<file path="src/verilog/serial_mode_pkg.sv">
/*
 * constants, register offsets, mode flag positions and character codes for the
 * serial port mode and line editor block.
 * assumes a byte-wide character stream from a uart and a plain register port.
 */
// Functional notes
// - rs485 flag 1024 switches second port to rs485; beats multi-drop.
// - multi-drop flag 32: act only on lines carrying our identifier.
// - modem flag 64: send init string, assert modem control lines.
// - handshake flag 8: pace transmit with cts, drive rts.
// - flag 256 enables xon/xoff pausing of our transmitter.
// - flag 512 enables fifo; off means one character at a time.
// - flag 128 tolerates parity errors by keeping the character.
// - prompt flag 4096 emits a prompt in terminal mode.
// - framing flag 2048 selects even parity, seven bits, one stop.
// - error checking, xon/xoff and fifo flags reset to on.
// - each port keeps its own independent mode flags.
// - port test sends 256 'w' characters, blinking the activity led.
// - identifier register with fixed reset default.
// - control-t enters terminal mode with echo and editing.
// - interactive use only while quiet and computer flags are clear.
// - control-c outside a listing leaves terminal mode.
// - lines execute only when carriage return arrives.
// - backspace removes the last pending character in interactive use.
// - escape discards the whole pending line in interactive use.
// - question mark line with optional id sends the command list.
// - during listing control-c pauses, control-p resumes.
// - quiet flag 1 suppresses unsolicited feedback.
// - computer flag 2 disables echo.
// - security flag 4 blocks all but help until logged on.
// - mode readback equals sum of enabled flag values.
package serial_mode_pkg;
   localparam int              MODE_W     = 13;
   localparam int              ID_W       = 16;
   localparam int              B_QUIET    = 0;
   localparam int              B_COMPUTER = 1;
   localparam int              B_SECURE   = 2;
   localparam int              B_HWHS     = 3;
   localparam int              B_MULTI    = 5;
   localparam int              B_MODEM    = 6;
   localparam int              B_ERRCHK   = 7;
   localparam int              B_XONXOFF  = 8;
   localparam int              B_FIFO     = 9;
   localparam int              B_RS485    = 10;
   localparam int              B_ALTFRAME = 11;
   localparam int              B_PROMPT   = 12;
   localparam logic [12:0]     MODE_RESET = 13'h0380;
   localparam logic [12:0]     MODE_MASK  = 13'h1fef;
   localparam logic [7:0]      A_MODE0    = 8'h00;
   localparam logic [7:0]      A_MODE1    = 8'h04;
   localparam logic [7:0]      A_ID       = 8'h08;
   localparam logic [7:0]      A_CTRL     = 8'h0c;
   localparam logic [7:0]      A_STATUS   = 8'h10;
   localparam logic [7:0]      CH_CTRL_C  = 8'h03;
   localparam logic [7:0]      CH_BS      = 8'h08;
   localparam logic [7:0]      CH_CR      = 8'h0d;
   localparam logic [7:0]      CH_CTRL_P  = 8'h10;
   localparam logic [7:0]      CH_XON     = 8'h11;
   localparam logic [7:0]      CH_XOFF    = 8'h13;
   localparam logic [7:0]      CH_CTRL_T  = 8'h14;
   localparam logic [7:0]      CH_ESC     = 8'h1b;
   localparam logic [7:0]      CH_ZERO    = 8'h30;
   localparam logic [7:0]      CH_NINE    = 8'h39;
   localparam logic [7:0]      CH_PROMPT  = 8'h3e;
   localparam logic [7:0]      CH_QMARK   = 8'h3f;
   localparam logic [7:0]      CH_TEST    = 8'h77;
   localparam logic [8:0]      TEST_LAST  = 9'h0ff;
   localparam int              HELP_LEN   = 47;
   localparam logic [8*HELP_LEN-1:0] HELP_TEXT =
      "C CAL\015\nD DIAG\015\nL LOGON\015\nT TEST\015\nV VAR\015\nW WARN\015\n";
   localparam int              MODEM_LEN  = 4;
   localparam logic [8*MODEM_LEN-1:0] MODEM_TEXT = "ATZ\015";
   typedef enum logic [2:0] {
      SRC_IDLE   = 3'b000,
      SRC_ECHO   = 3'b001,
      SRC_PROMPT = 3'b010,
      SRC_HELP   = 3'b011,
      SRC_MODEM  = 3'b100,
      SRC_TEST   = 3'b101
   } src_t;
endpackage : serial_mode_pkg

</file>
<file path="src/verilog/serial_port_mode_and_line_editor.sv">
/*
 * mode flags for two serial ports, port test burst, terminal line editor,
 * help listing and transmit sequencer.
 * assumes a uart outside that delivers received bytes with port tag and
 * parity error, and accepts transmit bytes with valid/ready.
 */
`timescale 1ns/1ps
module serial_port_mode_and_line_editor
   import serial_mode_pkg::*;
#(
   parameter int              LINE_MAX   = 16,
   parameter logic [ID_W-1:0] ID_DEFAULT = 16'h0001  // arbitrary value
)
(
   // clock and reset
   input  wire logic                  clock_i,
   input  wire logic                  resetn_i,
   // register port
   input  wire logic [7:0]            addr_i,
   input  wire logic [31:0]           wdata_i,
   input  wire logic                  wr_i,
   input  wire logic                  rd_i,
   output logic      [31:0]           rdata_o,
   // receive stream
   input  wire logic                  rx_valid_i,
   input  wire logic [7:0]            rx_data_i,
   input  wire logic                  rx_port_i,
   input  wire logic                  rx_perr_i,
   output logic                       rx_ready_o,
   // transmit stream
   output logic                       tx_valid_o,
   output logic      [7:0]            tx_data_o,
   output logic                       tx_port_o,
   input  wire logic                  tx_ready_i,
   // line handshake and logon state
   input  wire logic [1:0]            cts_i,
   input  wire logic [1:0]            logged_on_i,
   output logic      [1:0]            rts_o,
   // uart and line configuration
   output logic      [1:0]            modem_ctl_o,
   output logic                       rs485_o,
   output logic      [1:0]            multidrop_o,
   output logic      [1:0]            alt_frame_o,
   output logic      [1:0]            fifo_en_o,
   output logic      [1:0]            feedback_en_o,
   output logic                       test_led_o,
   // executed command line
   output logic                       line_exec_o,
   output logic                       line_port_o,
   output logic      [$clog2(LINE_MAX+1)-1:0] line_len_o,
   output logic      [8*LINE_MAX-1:0] line_data_o
);

   localparam int LEN_W = $clog2(LINE_MAX+1);

   typedef struct packed {
      logic [1:0][MODE_W-1:0]   mode;
      logic [ID_W-1:0]          id;
      logic [1:0]               term;
      logic [1:0]               xoff;
      logic                     started;
      logic [31:0]              rdata;
      logic [LINE_MAX-1:0][7:0] line;
      logic [LEN_W-1:0]         len;
      logic                     lport;
      logic                     exec;
      logic                     eport;
      logic [LEN_W-1:0]         elen;
      logic                     echo_pend;
      logic [7:0]               echo_char;
      logic                     echo_port;
      logic                     prompt_pend;
      logic                     prompt_port;
      logic                     help_pend;
      logic                     help_port;
      logic                     paused;
      logic [1:0]               modem_pend;
      logic                     test_pend;
      logic                     test_port;
      logic                     busy;
      src_t                     src;
      logic                     tport;
      logic [8:0]               idx;
      logic                     txv;
      logic [7:0]               txd;
      logic                     gap;
      logic                     rxr;
      logic [1:0]               rts;
      logic [1:0]               modem_ctl;
      logic                     rs485;
      logic [1:0]               mdrop;
      logic [1:0]               alt;
      logic [1:0]               fifo;
      logic [1:0]               fb;
      logic                     led;
   } state_t;

   state_t s;
   state_t n;

   ////////////////////////////////////////////////////////////////////////////
   // helpers

   function automatic logic [8:0] job_last(input src_t src);
      case (src)
         SRC_HELP:  job_last = 9'(HELP_LEN - 1);
         SRC_MODEM: job_last = 9'(MODEM_LEN - 1);
         SRC_TEST:  job_last = TEST_LAST;
         default:   job_last = 9'h000;
      endcase
   endfunction : job_last

   function automatic logic [7:0] job_char(input src_t src, input logic [8:0] idx,
                                           input logic [7:0] echo);
      case (src)
         SRC_ECHO:   job_char = echo;
         SRC_PROMPT: job_char = CH_PROMPT;
         SRC_HELP:   job_char = HELP_TEXT[8*(HELP_LEN-1-int'(idx)) +: 8];
         SRC_MODEM:  job_char = MODEM_TEXT[8*(MODEM_LEN-1-int'(idx[1:0])) +: 8];
         SRC_TEST:   job_char = CH_TEST;
         default:    job_char = 8'h00;
      endcase
   endfunction : job_char

   ////////////////////////////////////////////////////////////////////////////
   // next state

   always_comb
   begin
      logic             p;
      logic [7:0]       c;
      logic             interactive;
      logic             listing;
      logic             allowed;
      logic             got;
      logic             stop;
      logic             help;
      logic             id_ok;
      logic             md_eff;
      logic [ID_W-1:0]  pid;
      p           = rx_port_i;
      c           = rx_data_i;
      interactive = 1'b0;
      listing     = 1'b0;
      allowed     = 1'b0;
      got         = 1'b0;
      stop        = 1'b0;
      help        = 1'b0;
      id_ok       = 1'b0;
      md_eff      = 1'b0;
      pid         = '0;
      n           = s;
      n.exec      = 1'b0;
      n.rdata     = 32'h0000_0000;

      // power-up modem init, sent once per port that has the flag
      if (!s.started)
      begin
         n.started = 1'b1;
         for (int q = 0; q < 2; q++)
            n.modem_pend[q] = s.mode[q][B_MODEM];
      end

      // transmit sequencer; runs before receive so a new request wins
      allowed = (!s.mode[s.tport][B_HWHS] || cts_i[s.tport])
                && (!s.mode[s.tport][B_XONXOFF] || !s.xoff[s.tport])
                && !(s.src == SRC_HELP && s.paused);
      if (s.txv)
      begin
         if (tx_ready_i)
         begin
            n.txv = 1'b0;
            // without fifo leave a gap so the uart sees one byte at a time
            n.gap = !s.mode[s.tport][B_FIFO];
            if (s.idx == job_last(s.src))
            begin
               n.busy = 1'b0;
               n.src  = SRC_IDLE;
               if (s.src == SRC_HELP)
                  n.paused = 1'b0;
            end
            else
               n.idx = s.idx + 9'h001;
         end
      end
      else if (s.gap)
         n.gap = 1'b0;
      else if (s.busy)
      begin
         if (allowed)
         begin
            n.txv = 1'b1;
            n.txd = job_char(s.src, s.idx, s.echo_char);
         end
      end
      else
      begin
         n.idx = 9'h000;
         if (s.echo_pend)
         begin
            n.busy = 1'b1; n.src = SRC_ECHO; n.tport = s.echo_port; n.echo_pend = 1'b0;
         end
         else if (s.prompt_pend)
         begin
            n.busy = 1'b1; n.src = SRC_PROMPT; n.tport = s.prompt_port;
            n.prompt_pend = 1'b0;
         end
         else if (s.help_pend)
         begin
            n.busy = 1'b1; n.src = SRC_HELP; n.tport = s.help_port; n.help_pend = 1'b0;
         end
         else if (s.modem_pend != 2'b00)
         begin
            n.busy  = 1'b1;
            n.src   = SRC_MODEM;
            n.tport = !s.modem_pend[0];
            n.modem_pend[!s.modem_pend[0]] = 1'b0;
         end
         else if (s.test_pend)
         begin
            n.busy = 1'b1; n.src = SRC_TEST; n.tport = s.test_port; n.test_pend = 1'b0;
         end
      end

      ////////////////////////////////////////////////////////////////////////
      // receive and line editing
      interactive = s.term[p] && !s.mode[p][B_QUIET] && !s.mode[p][B_COMPUTER];
      listing = s.help_pend && s.help_port == p
                || s.busy && s.src == SRC_HELP && s.tport == p;
      md_eff  = s.mode[p][B_MULTI] && !(p && s.mode[1][B_RS485]);
      if (rx_valid_i && s.rxr && !(rx_perr_i && !s.mode[p][B_ERRCHK]))
      begin
         if (rx_perr_i)
            c = {1'b0, rx_data_i[6:0]};
         if (s.mode[p][B_XONXOFF] && (c == CH_XOFF || c == CH_XON))
            n.xoff[p] = (c == CH_XOFF);
         else if (c == CH_CTRL_T)
         begin
            n.term[p] = 1'b1;
            if (s.mode[p][B_PROMPT] && !s.mode[p][B_QUIET] && !s.mode[p][B_COMPUTER])
            begin
               n.prompt_pend = 1'b1;
               n.prompt_port = p;
            end
         end
         else if (c == CH_CTRL_C)
         begin
            if (listing)
               n.paused = 1'b1;
            else
               n.term[p] = 1'b0;
         end
         else if (c == CH_CTRL_P)
         begin
            if (listing)
               n.paused = 1'b0;
         end
         // a line already begun on the other port keeps the buffer
         else if (s.len != '0 && s.lport != p)
            n.len = s.len;
         else if (c == CH_CR)
         begin
            help = s.len != '0 && s.line[0] == CH_QMARK;
            for (int i = 1; i < LINE_MAX; i++)
               if (i < int'(s.len) && !stop)
               begin
                  if (s.line[i] >= CH_ZERO && s.line[i] <= CH_NINE)
                  begin
                     pid = ID_W'(pid * 16'd10 + {8'h00, s.line[i] - CH_ZERO});
                     got = 1'b1;
                  end
                  else if (got)
                     stop = 1'b1;
               end
            id_ok = got ? (pid == s.id) : !md_eff;
            if (help && id_ok)
            begin
               if (!listing)
               begin
                  n.help_pend = 1'b1;
                  n.help_port = p;
                  n.paused    = 1'b0;
               end
            end
            else if (s.len != '0 && id_ok && !help
                     && (!s.mode[p][B_SECURE] || logged_on_i[p]))
            begin
               n.exec  = 1'b1;
               n.eport = p;
               n.elen  = s.len;
            end
            n.len = '0;
            if (interactive && s.mode[p][B_PROMPT])
            begin
               n.prompt_pend = 1'b1;
               n.prompt_port = p;
            end
            if (interactive)
            begin
               n.echo_pend = 1'b1; n.echo_char = c; n.echo_port = p;
            end
         end
         else if (c == CH_BS && interactive)
         begin
            if (s.len != '0)
               n.len = s.len - LEN_W'(1);
            n.echo_pend = 1'b1; n.echo_char = c; n.echo_port = p;
         end
         else if (c == CH_ESC && interactive)
            n.len = '0;
         else if (int'(s.len) < LINE_MAX)
         begin
            n.line[s.len] = c;
            n.len   = s.len + LEN_W'(1);
            n.lport = p;
            if (interactive)
            begin
               n.echo_pend = 1'b1;
               n.echo_char = c;
               n.echo_port = p;
            end
         end
      end

      ////////////////////////////////////////////////////////////////////////
      // register port
      if (wr_i)
         case (addr_i)
            A_MODE0, A_MODE1:
            begin
               n.mode[addr_i[2]] = wdata_i[MODE_W-1:0] & MODE_MASK;
               if (wdata_i[B_MODEM] && !s.mode[addr_i[2]][B_MODEM])
                  n.modem_pend[addr_i[2]] = 1'b1;
            end
            A_ID:
               n.id = wdata_i[ID_W-1:0];
            A_CTRL:
               if (wdata_i[0] && !s.test_pend && !(s.busy && s.src == SRC_TEST))
               begin
                  n.test_pend = 1'b1;
                  n.test_port = wdata_i[1];
               end
            default:
               n.id = n.id;
         endcase
      if (rd_i)
         case (addr_i)
            A_MODE0:  n.rdata = {19'h00000, s.mode[0]};
            A_MODE1:  n.rdata = {19'h00000, s.mode[1]};
            A_ID:     n.rdata = {16'h0000, s.id};
            A_CTRL:   n.rdata = {30'h00000000, s.test_port,
                                 s.test_pend || (s.busy && s.src == SRC_TEST)};
            A_STATUS: n.rdata = {16'h0000, s.xoff, 1'b0, 5'(s.len), 2'b00, s.busy,
                                 s.test_pend || (s.busy && s.src == SRC_TEST), s.paused,
                                 s.help_pend || (s.busy && s.src == SRC_HELP), s.term};
            default:  n.rdata = 32'h0000_0000;
         endcase

      ////////////////////////////////////////////////////////////////////////
      // registered configuration outputs
      n.rxr = !n.echo_pend;
      for (int q = 0; q < 2; q++)
      begin
         n.rts[q]       = !n.mode[q][B_HWHS] || n.rxr;
         n.modem_ctl[q] = n.mode[q][B_MODEM];
         n.alt[q]       = n.mode[q][B_ALTFRAME];
         n.fifo[q]      = n.mode[q][B_FIFO];
         n.fb[q]        = !n.mode[q][B_QUIET];
      end
      n.mdrop[0] = n.mode[0][B_MULTI];
      n.mdrop[1] = n.mode[1][B_MULTI] && !n.mode[1][B_RS485];
      n.rs485    = n.mode[1][B_RS485];
      n.led      = n.busy && n.src == SRC_TEST && n.idx[3];
   end

   ////////////////////////////////////////////////////////////////////////////
   // state register

   always_ff @(posedge clock_i or negedge resetn_i)
   begin
      if (!resetn_i)
      begin
         s      <= '0;
         s.mode <= {MODE_RESET, MODE_RESET};
         s.id   <= ID_DEFAULT;
         s.rxr  <= 1'b1;
         s.rts  <= 2'b11;
         s.fifo <= 2'b11;
         s.fb   <= 2'b11;
      end
      else
         s <= n;
   end

   assign rdata_o       = s.rdata;
   assign rx_ready_o    = s.rxr;
   assign tx_valid_o    = s.txv;
   assign tx_data_o     = s.txd;
   assign tx_port_o     = s.tport;
   assign rts_o         = s.rts;
   assign modem_ctl_o   = s.modem_ctl;
   assign rs485_o       = s.rs485;
   assign multidrop_o   = s.mdrop;
   assign alt_frame_o   = s.alt;
   assign fifo_en_o     = s.fifo;
   assign feedback_en_o = s.fb;
   assign test_led_o    = s.led;
   assign line_exec_o   = s.exec;
   assign line_port_o   = s.eport;
   assign line_len_o    = s.elen;
   assign line_data_o   = s.line;

endmodule : serial_port_mode_and_line_editor
</file>
<file path="config.mk">
export PLATFORM = sky130hd
export DESIGN_NAME = serial_port_mode_and_line_editor
export DESIGN_NICKNAME = d
export VERILOG_FILES = /design/src/verilog/serial_mode_pkg.sv /design/src/verilog/serial_port_mode_and_line_editor.sv
export SDC_FILE = /design/constraint.sdc
export NUM_CORES = 1
export LEC_CHECK = 0
export BUFFER_PORTS_ARGS = -buffer_cell sky130_fd_sc_hd__buf_2
export CAP_MARGIN = 15
export CORE_ASPECT_RATIO = 1.1
export CORE_MARGIN = 3
export CORE_UTILIZATION = 60
export CTS_CLUSTER_SIZE = 14
export DETAILED_ROUTE_END_ITERATION = 7
export PLACE_DENSITY = 0.79
export SLEW_MARGIN = 20
export SYNTH_ARGS = -nofsm -noshare
export SYNTH_HDL_FRONTEND = slang
export SYNTH_SLANG_ARGS = --single-unit
</file>
<file path="constraint.sdc">
create_clock -name clock_i -period 29.1 [get_ports clock_i]
set_clock_uncertainty 0.2 [all_clocks]
set_input_delay 4.365 -clock clock_i [delete_from_list [all_inputs] [get_ports clock_i]]
set_output_delay 4.365 -clock clock_i [all_outputs]
set_load 0.005 [all_outputs]
</file>
==> results of run 1 <==
-- routing by layer --
metal	track usage, %	vias up	share of wire (%)	routed length, um
met3	5.768	297	9.5	10130
met1	46.40	15350	42	44080
li1	-	15320	-	-
met4	14.00	2	4.9	5219
met2	54.21	1549	44	46700
met5	0	-	0.010	11
-- placed cells by master, fill, tap and decap left out, drive strengths merged, types with 39 or more instances in the layout --
| cell | instances |
|---|---|
| o21a | 73 |
| xnor2 | 173 |
| nor2b | 49 |
| nor2 | 302 |
| o21ai | 269 |
| ha | 435 |
| nand3 | 100 |
| clkbuf | 39 |
| buf | 247 |
| inv | 233 |
| dfrtp | 240 |
| o31ai | 40 |
| nand2 | 326 |
| and3 | 39 |
| a31oi | 41 |
| a211oi | 64 |
| o211ai | 53 |
| a21oi | 239 |
| mux2i | 42 |
| nor3 | 92 |
| nand2b | 44 |
| mux2 | 179 |
| xor2 | 111 |
| a21o | 64 |
-- worst paths after layout --
path / slack (ns) / endpoint / start
max in group asynchronous: 23.80 / line_data_o[52]$_DFFE_PN0P_ / resetn_i
worst max-delay path: 2.11 / line_len_o[3]$_DFFE_PN0P_ / s[68]$_DFFE_PN0P_
worst min-delay path: 0.28 / tx_data_o[5]$_DFFE_PN0P_ / tx_data_o[5]$_DFFE_PN0P_
worst max register to register: 2.11 / line_len_o[3]$_DFFE_PN0P_ / s[68]$_DFFE_PN0P_
min in group asynchronous: 3.63 / tx_data_o[5]$_DFFE_PN0P_ / resetn_i
worst min register to register: 0.28 / tx_data_o[5]$_DFFE_PN0P_ / tx_data_o[5]$_DFFE_PN0P_
-- flip-flops by register name, summed over array words and instances, names as in the netlist, 2 cells and up, named ones only --
register and flops:
feedback_en_o 2, tx_data_o 8, rts_o 2, line_data_o 128, multidrop_o 2, line_len_o 5
rdata_o 16, s 78
-- worst max-delay path, delay by kind of cell (launching register included) --
family,cells,cell delay [ns]
XOR/XNOR,14,3.08
AO/OA/AOI/OAI,24,7.32
adder cells (fa/ha/maj),28,9.28
multiplexers,2,0.54
flip-flops,1,0.74
buffers and inverters,6,0.49
AND/OR/NAND/NOR,22,5.17
-- report_power, final --
part / internal (W) / total [W] / switching (W)
clock network: 0.000193 / 0.000347 / 0.000154
registers: 0.000441 / 0.000606 / 0.000165
logic: 0.00159 / 0.00387 / 0.00229
total: 0.00222 / 0.00483 / 0.00260
-- metrics by stage --
step / cells / setup slack [ns] / utilization (%) / hold WS (ns) / power (W)
detailed placement: 4883 / 2.568 / 61.87 / 0.2687 / 0.004372
floorplan: 4192 / 6.117 / - / 0.2492 / 0.003553
global route: 4931 / 0.5707 / 63.47 / 0.3002 / 0.005265
global placement: 4882 / 2.854 / 61.85 / 0.2585 / 0.004305
CTS: 4931 / 2.471 / 63.43 / 0.2828 / 0.004745
finish: 4932 / 2.110 / 63.47 / 0.2803 / 0.004826
-- cell type report --
cell class	count	area, um^2
Multi-Input combinational cell	3412	25460
Fill cell	4979	20590
Sequential cell	252	6321
Timing Repair Buffer	247	1326
Tap cell	744	930.9
Inverter	228	855.8
Clock buffer	39	759.5
Clock inverter	9	120.1
Antenna cell	1	2.502
-- kinds of logic (layout without fill, tap and decap cells) --
family                     count (synthesis)  after routing  synth area share, %
other                                      2             21              0.02185
and+or+nand+nor                         1234           1234                18.13
buffers and inverters                    528            523                7.846
muxes                                    221            221                7.088
DFF                                      252            252                18.39
adders and majority gates                463            463                17.47
xor gates and xnor gates                 286            286                7.372
AOI/OAI and AO/OA                       1188           1188                23.68
==> results_dict.tcl, run 1 <==
set metrics [dict create \
    synth_cell_types 112 \
    layout.nets 4690 \
    synth.top_cell.area_share_pct 17.48 \
    status "finished, violations left" \
    synth-main-ff-cell "dfrtp_1" \
    maxCapViolCount 0 \
    dr.first_iter.drc_count 3162 \
    crit_top_cell "ha_1" \
    cts.sinks 252 \
    synth_most_common_cell "ha_1" \
    cts_buffers 26 \
    path_clk_slew_ns 0.06 \
    start_kind "flop" \
    detail-route-antenna-nets 0 \
    drt_first_pass_iters 8 \
    ys_seq_elements 252 \
    grt-ovfl-total 0 \
    place_congestion 0.9927 \
    port_buffers 219 \
    cts_buffer_depth 3 \
    required_ns 29.34 \
    critPathKind "flop to flop" \
    rows 91 \
    placed_area_um2 34870 \
    drc 1 \
    p_leak_nw 17.34 \
    fin_crit_ns 26.99 \
    drv_slew 0 \
    endpoint_kind "flop" \
    worst_pin_slew_ns 1.068 \
    synth_area_per_cell_um2 8.234 \
    min_path_type "flop to flop" \
    rsz0062_at_grt "no" \
    cts_resized 0 \
    dp_hpwl_um 83720 \
    critPathMaxFanout 24 \
    p_per_area_nw_per_um2 134.9 \
    synth_largest_area_cell "dfrtp_1" \
    core_um2 56360 \
    stdcell_area_um2 35770 \
    area_delta_synth_final_pct 4.089 \
    detail_route.wl_per_cell_um 21.52 \
    post_cts.repair.setup_buffers 0 \
    vias 32520 \
    r2r_cells 96 \
    arrival_ns 27.23 \
    setup_tns_ns 0 \
    ctsHtreeMaxLevel 1 \
    grtUsageTotal_pct 34.29 \
    grt_pass1_vias 30010 \
    cpPeakStageDelay_ns 0.92 \
    async_flop_share_pct 100.0 \
    worstSkewPairLatency_ns 0.59 \
    yosys-top-cells-count "ha_1 (435), nand2_1 (325), nor2_1 (300)" \
    die_w_um 234.2 \
    die_h_um 257.0 \
    cpMaxStageDelayCell "a311oi_1" \
    antenna_found_initial 2 \
    viasPerCell 6.594 \
    ys_warn_count 0 \
    hold_depth 2 \
    netlist_area_um2 34370 \
    synth_edf_count 0 \
    grt_first_pass_wirelength_um 166300 \
    violations "design-rule violations" \
    synth_cells 4174 \
    synth_area_leaders "dfrtp_1 (17%), ha_1 (16%), mux2_2 (5.7%)" \
    cts_root_buffer "clkbuf_16" \
    drive_above_1_share_pct 13.76 \
    final_hold_viol_count 0 \
    wl_um 106100 \
    setup_viol 0 \
    fin_crit_sh_pct 92.75 \
    initial_core_util_pct 60.98 \
    hold_buffers 0 \
    grt_max_degree 137 \
    max-vdd-ir-drop_uv 79.91 \
    slew_headroom_pct 28.35 \
    dieArea_um2 60190 \
    ys_seq_area_share_pct 18.39 \
    floorplan.io_pins 252 \
    tritoncts "built" \
    max_freq_ghz 0.03705 \
]
No activity file was read; power rests on OpenSTA's default activity.
==> run 2, diff against run 1 <==
- REMOVE_ABC_BUFFERS: unset -> 1
==> results_dict.tcl, run 2 (synthesized netlist as in run 1, its figures left out) <==
set metrics [dict create \
    status "finished, final reports clean" \
    grt-ovfl-total 0 \
    cpPeakStageDelay_ns 0.79 \
    regToRegSetupSlack_ns 1.45 \
    utilization_pct 63.73 \
    dp_hpwl_um 84950 \
    drive_above_1_share_pct 13.78 \
    maxCapViolCount 0 \
    cpMaxStageDelayCell "dfrtp_1" \
    drc 0 \
    slew_headroom_pct 19.66 \
    drt_first_pass_iters 6 \
    endpoint_kind "flop" \
    rows 91 \
    ctsHtreeMaxLevel 1 \
    path_buf_inv 6 \
    fillers 4927 \
    cts_buffers 28 \
    grtUsageTotal_pct 34.88 \
    crit_cells 101 \
    rsz0062_at_grt "no" \
    r2r-start "s[66]$_DFFE_PN0P_" \
    dr.first_iter.drc_count 3090 \
    setup_tns_ns 0 \
    r2r_cells 101 \
    max_freq_ghz 0.03616 \
    detail-route-antenna-nets 0 \
    layout.nets 4688 \
    area_delta_synth_final_pct 4.515 \
    initial_core_util_pct 60.98 \
    dieArea_um2 60190 \
    vias 32630 \
    critPathMaxFanout 17 \
    required_ns 29.41 \
    worst_pin_slew_ns 1.194 \
    antenna_found_initial 4 \
    final_cell_mix "ha_1 (435), nand2_1 (325), nor2_1 (300)" \
    fin_crit_ns 27.65 \
    cts_resized 0 \
    arrival_ns 27.96 \
    detail_route.wl_per_cell_um 21.99 \
    cts_buffer_depth 3 \
    grt_first_pass_wirelength_um 168300 \
    floorplan.io_pins 252 \
    min_path_type "flop to flop" \
    post_cts.repair.setup_buffers 0 \
    hold_depth 2 \
    p_per_area_nw_per_um2 137.4 \
    setup_viol 0 \
    critPathKind "flop to flop" \
    die_h_um 257.0 \
    final_common_cell "ha_1" \
    worstSkewPairLatency_ns 0.62 \
    hold_buffers 0 \
    die_w_um 234.2 \
    final_hold_viol_count 0 \
    critPathTopFamily "adder cells" \
    viasPerCell 6.613 \
    grt_pass1_vias 30630 \
    cts.sinks 252 \
    max-vdd-ir-drop_uv 83.85 \
    crit_top_cell "ha_1" \
    grt_max_degree 104 \
    hold_path_end "tx_data_o[2]$_DFFE_PN0P_" \
    largest_reg_flops 128 \
    place_congestion 0.9928 \
    hp-start "tx_data_o[2]$_DFFE_PN0P_" \
    port_buffers 219 \
    core_um2 56360 \
    wl_um 108500 \
    start_kind "flop" \
    drv_slew 0 \
    fin_crit_sh_pct 95.03 \
    cts_root_buffer "clkbuf_16" \
    p_leak_nw 17.39 \
    path_clk_slew_ns 0.07 \
    tritoncts "built" \
    r2r_end "s[44]$_DFFE_PN0P_" \
]
==> run 2: cell count changes in the layout (fill, tap and decap cells not counted), sizes merged <==
cell	change
buf	-4
bufinv	+5
clkbuf	-4
clkinv	+1
clkinvlp	+5
diode	+2
inv	-3
==> run 2: per-stage QoR <==
step	total power (W)	cell area (um^2)	std cells	hold WS, ns	setup slack (ns)
floorplan	0.003430	32590	3892	0.2492	6.382
global placement	0.004323	34820	4878	0.2598	2.363
detailed placement	0.004400	34820	4878	0.2647	2.085
CTS	0.004842	35880	4930	0.2787	2.031
global route	0.005359	35910	4931	0.3108	0.05062
finish	0.004936	35920	4934	0.2747	1.446
==> run 2: worst max path at each step <==
stage | from | endpoint | slack (ns)
final | s[66]$_DFFE_PN0P_ | s[44]$_DFFE_PN0P_ | 1.45
after global routing | s[66]$_DFFE_PN0P_ | s[44]$_DFFE_PN0P_ | 0.05
after CTS | s[66]$_DFFE_PN0P_ | s[44]$_DFFE_PN0P_ | 2.03
after detailed placement | s[66]$_DFFE_PN0P_ | s[44]$_DFFE_PN0P_ | 2.09
after global placement | s[66]$_DFFE_PN0P_ | s[44]$_DFFE_PN0P_ | 2.36
after floorplan | s[67]$_DFFE_PN0P_ | line_len_o[2]$_DFFE_PN0P_ | 6.38
==> run 2: final cells by class <==
type	instances	area [um^2]	area share, %
Sequential cell	252	6321	17.60
Antenna cell	3	7.507	0.02090
Clock inverter	17	286.5	0.7977
Tap cell	744	930.9	2.592
Inverter	228	855.8	2.383
Clock buffer	35	777.0	2.163
Timing Repair Buffer	243	1306	3.637
Multi-Input combinational cell	3412	25430	70.81
==> run 2: layer usage <==
layer  part of all wire, %  track usage [%]  wire length [um]
met3                   8.9            5.458              9624
met4                   4.7            13.83              5049
met5                 0.030                0                33
met1                    42            47.45             45540
met2                    44            55.37             48270
==> run 2: power breakdown <==
group	total, W	leakage, nW	switching, W	internal [W]
clock network	0.000412	0.503	0.000168	0.000245
registers	0.000588	3.28	0.000147	0.000442
logic	0.00394	13.6	0.00235	0.00159
total	0.00494	17.4	0.00266	0.00228
==> run 2: worst register-to-register path, delay by kind of cell (launching register included) <==
family,cells,cell delay (ns)
buf+inv,6,0.57
flops,1,0.79
compound gates,28,8.00
xor+xnor,16,3.68
mux,2,0.54
fa+ha+maj,31,10.49
simple gates,18,3.33
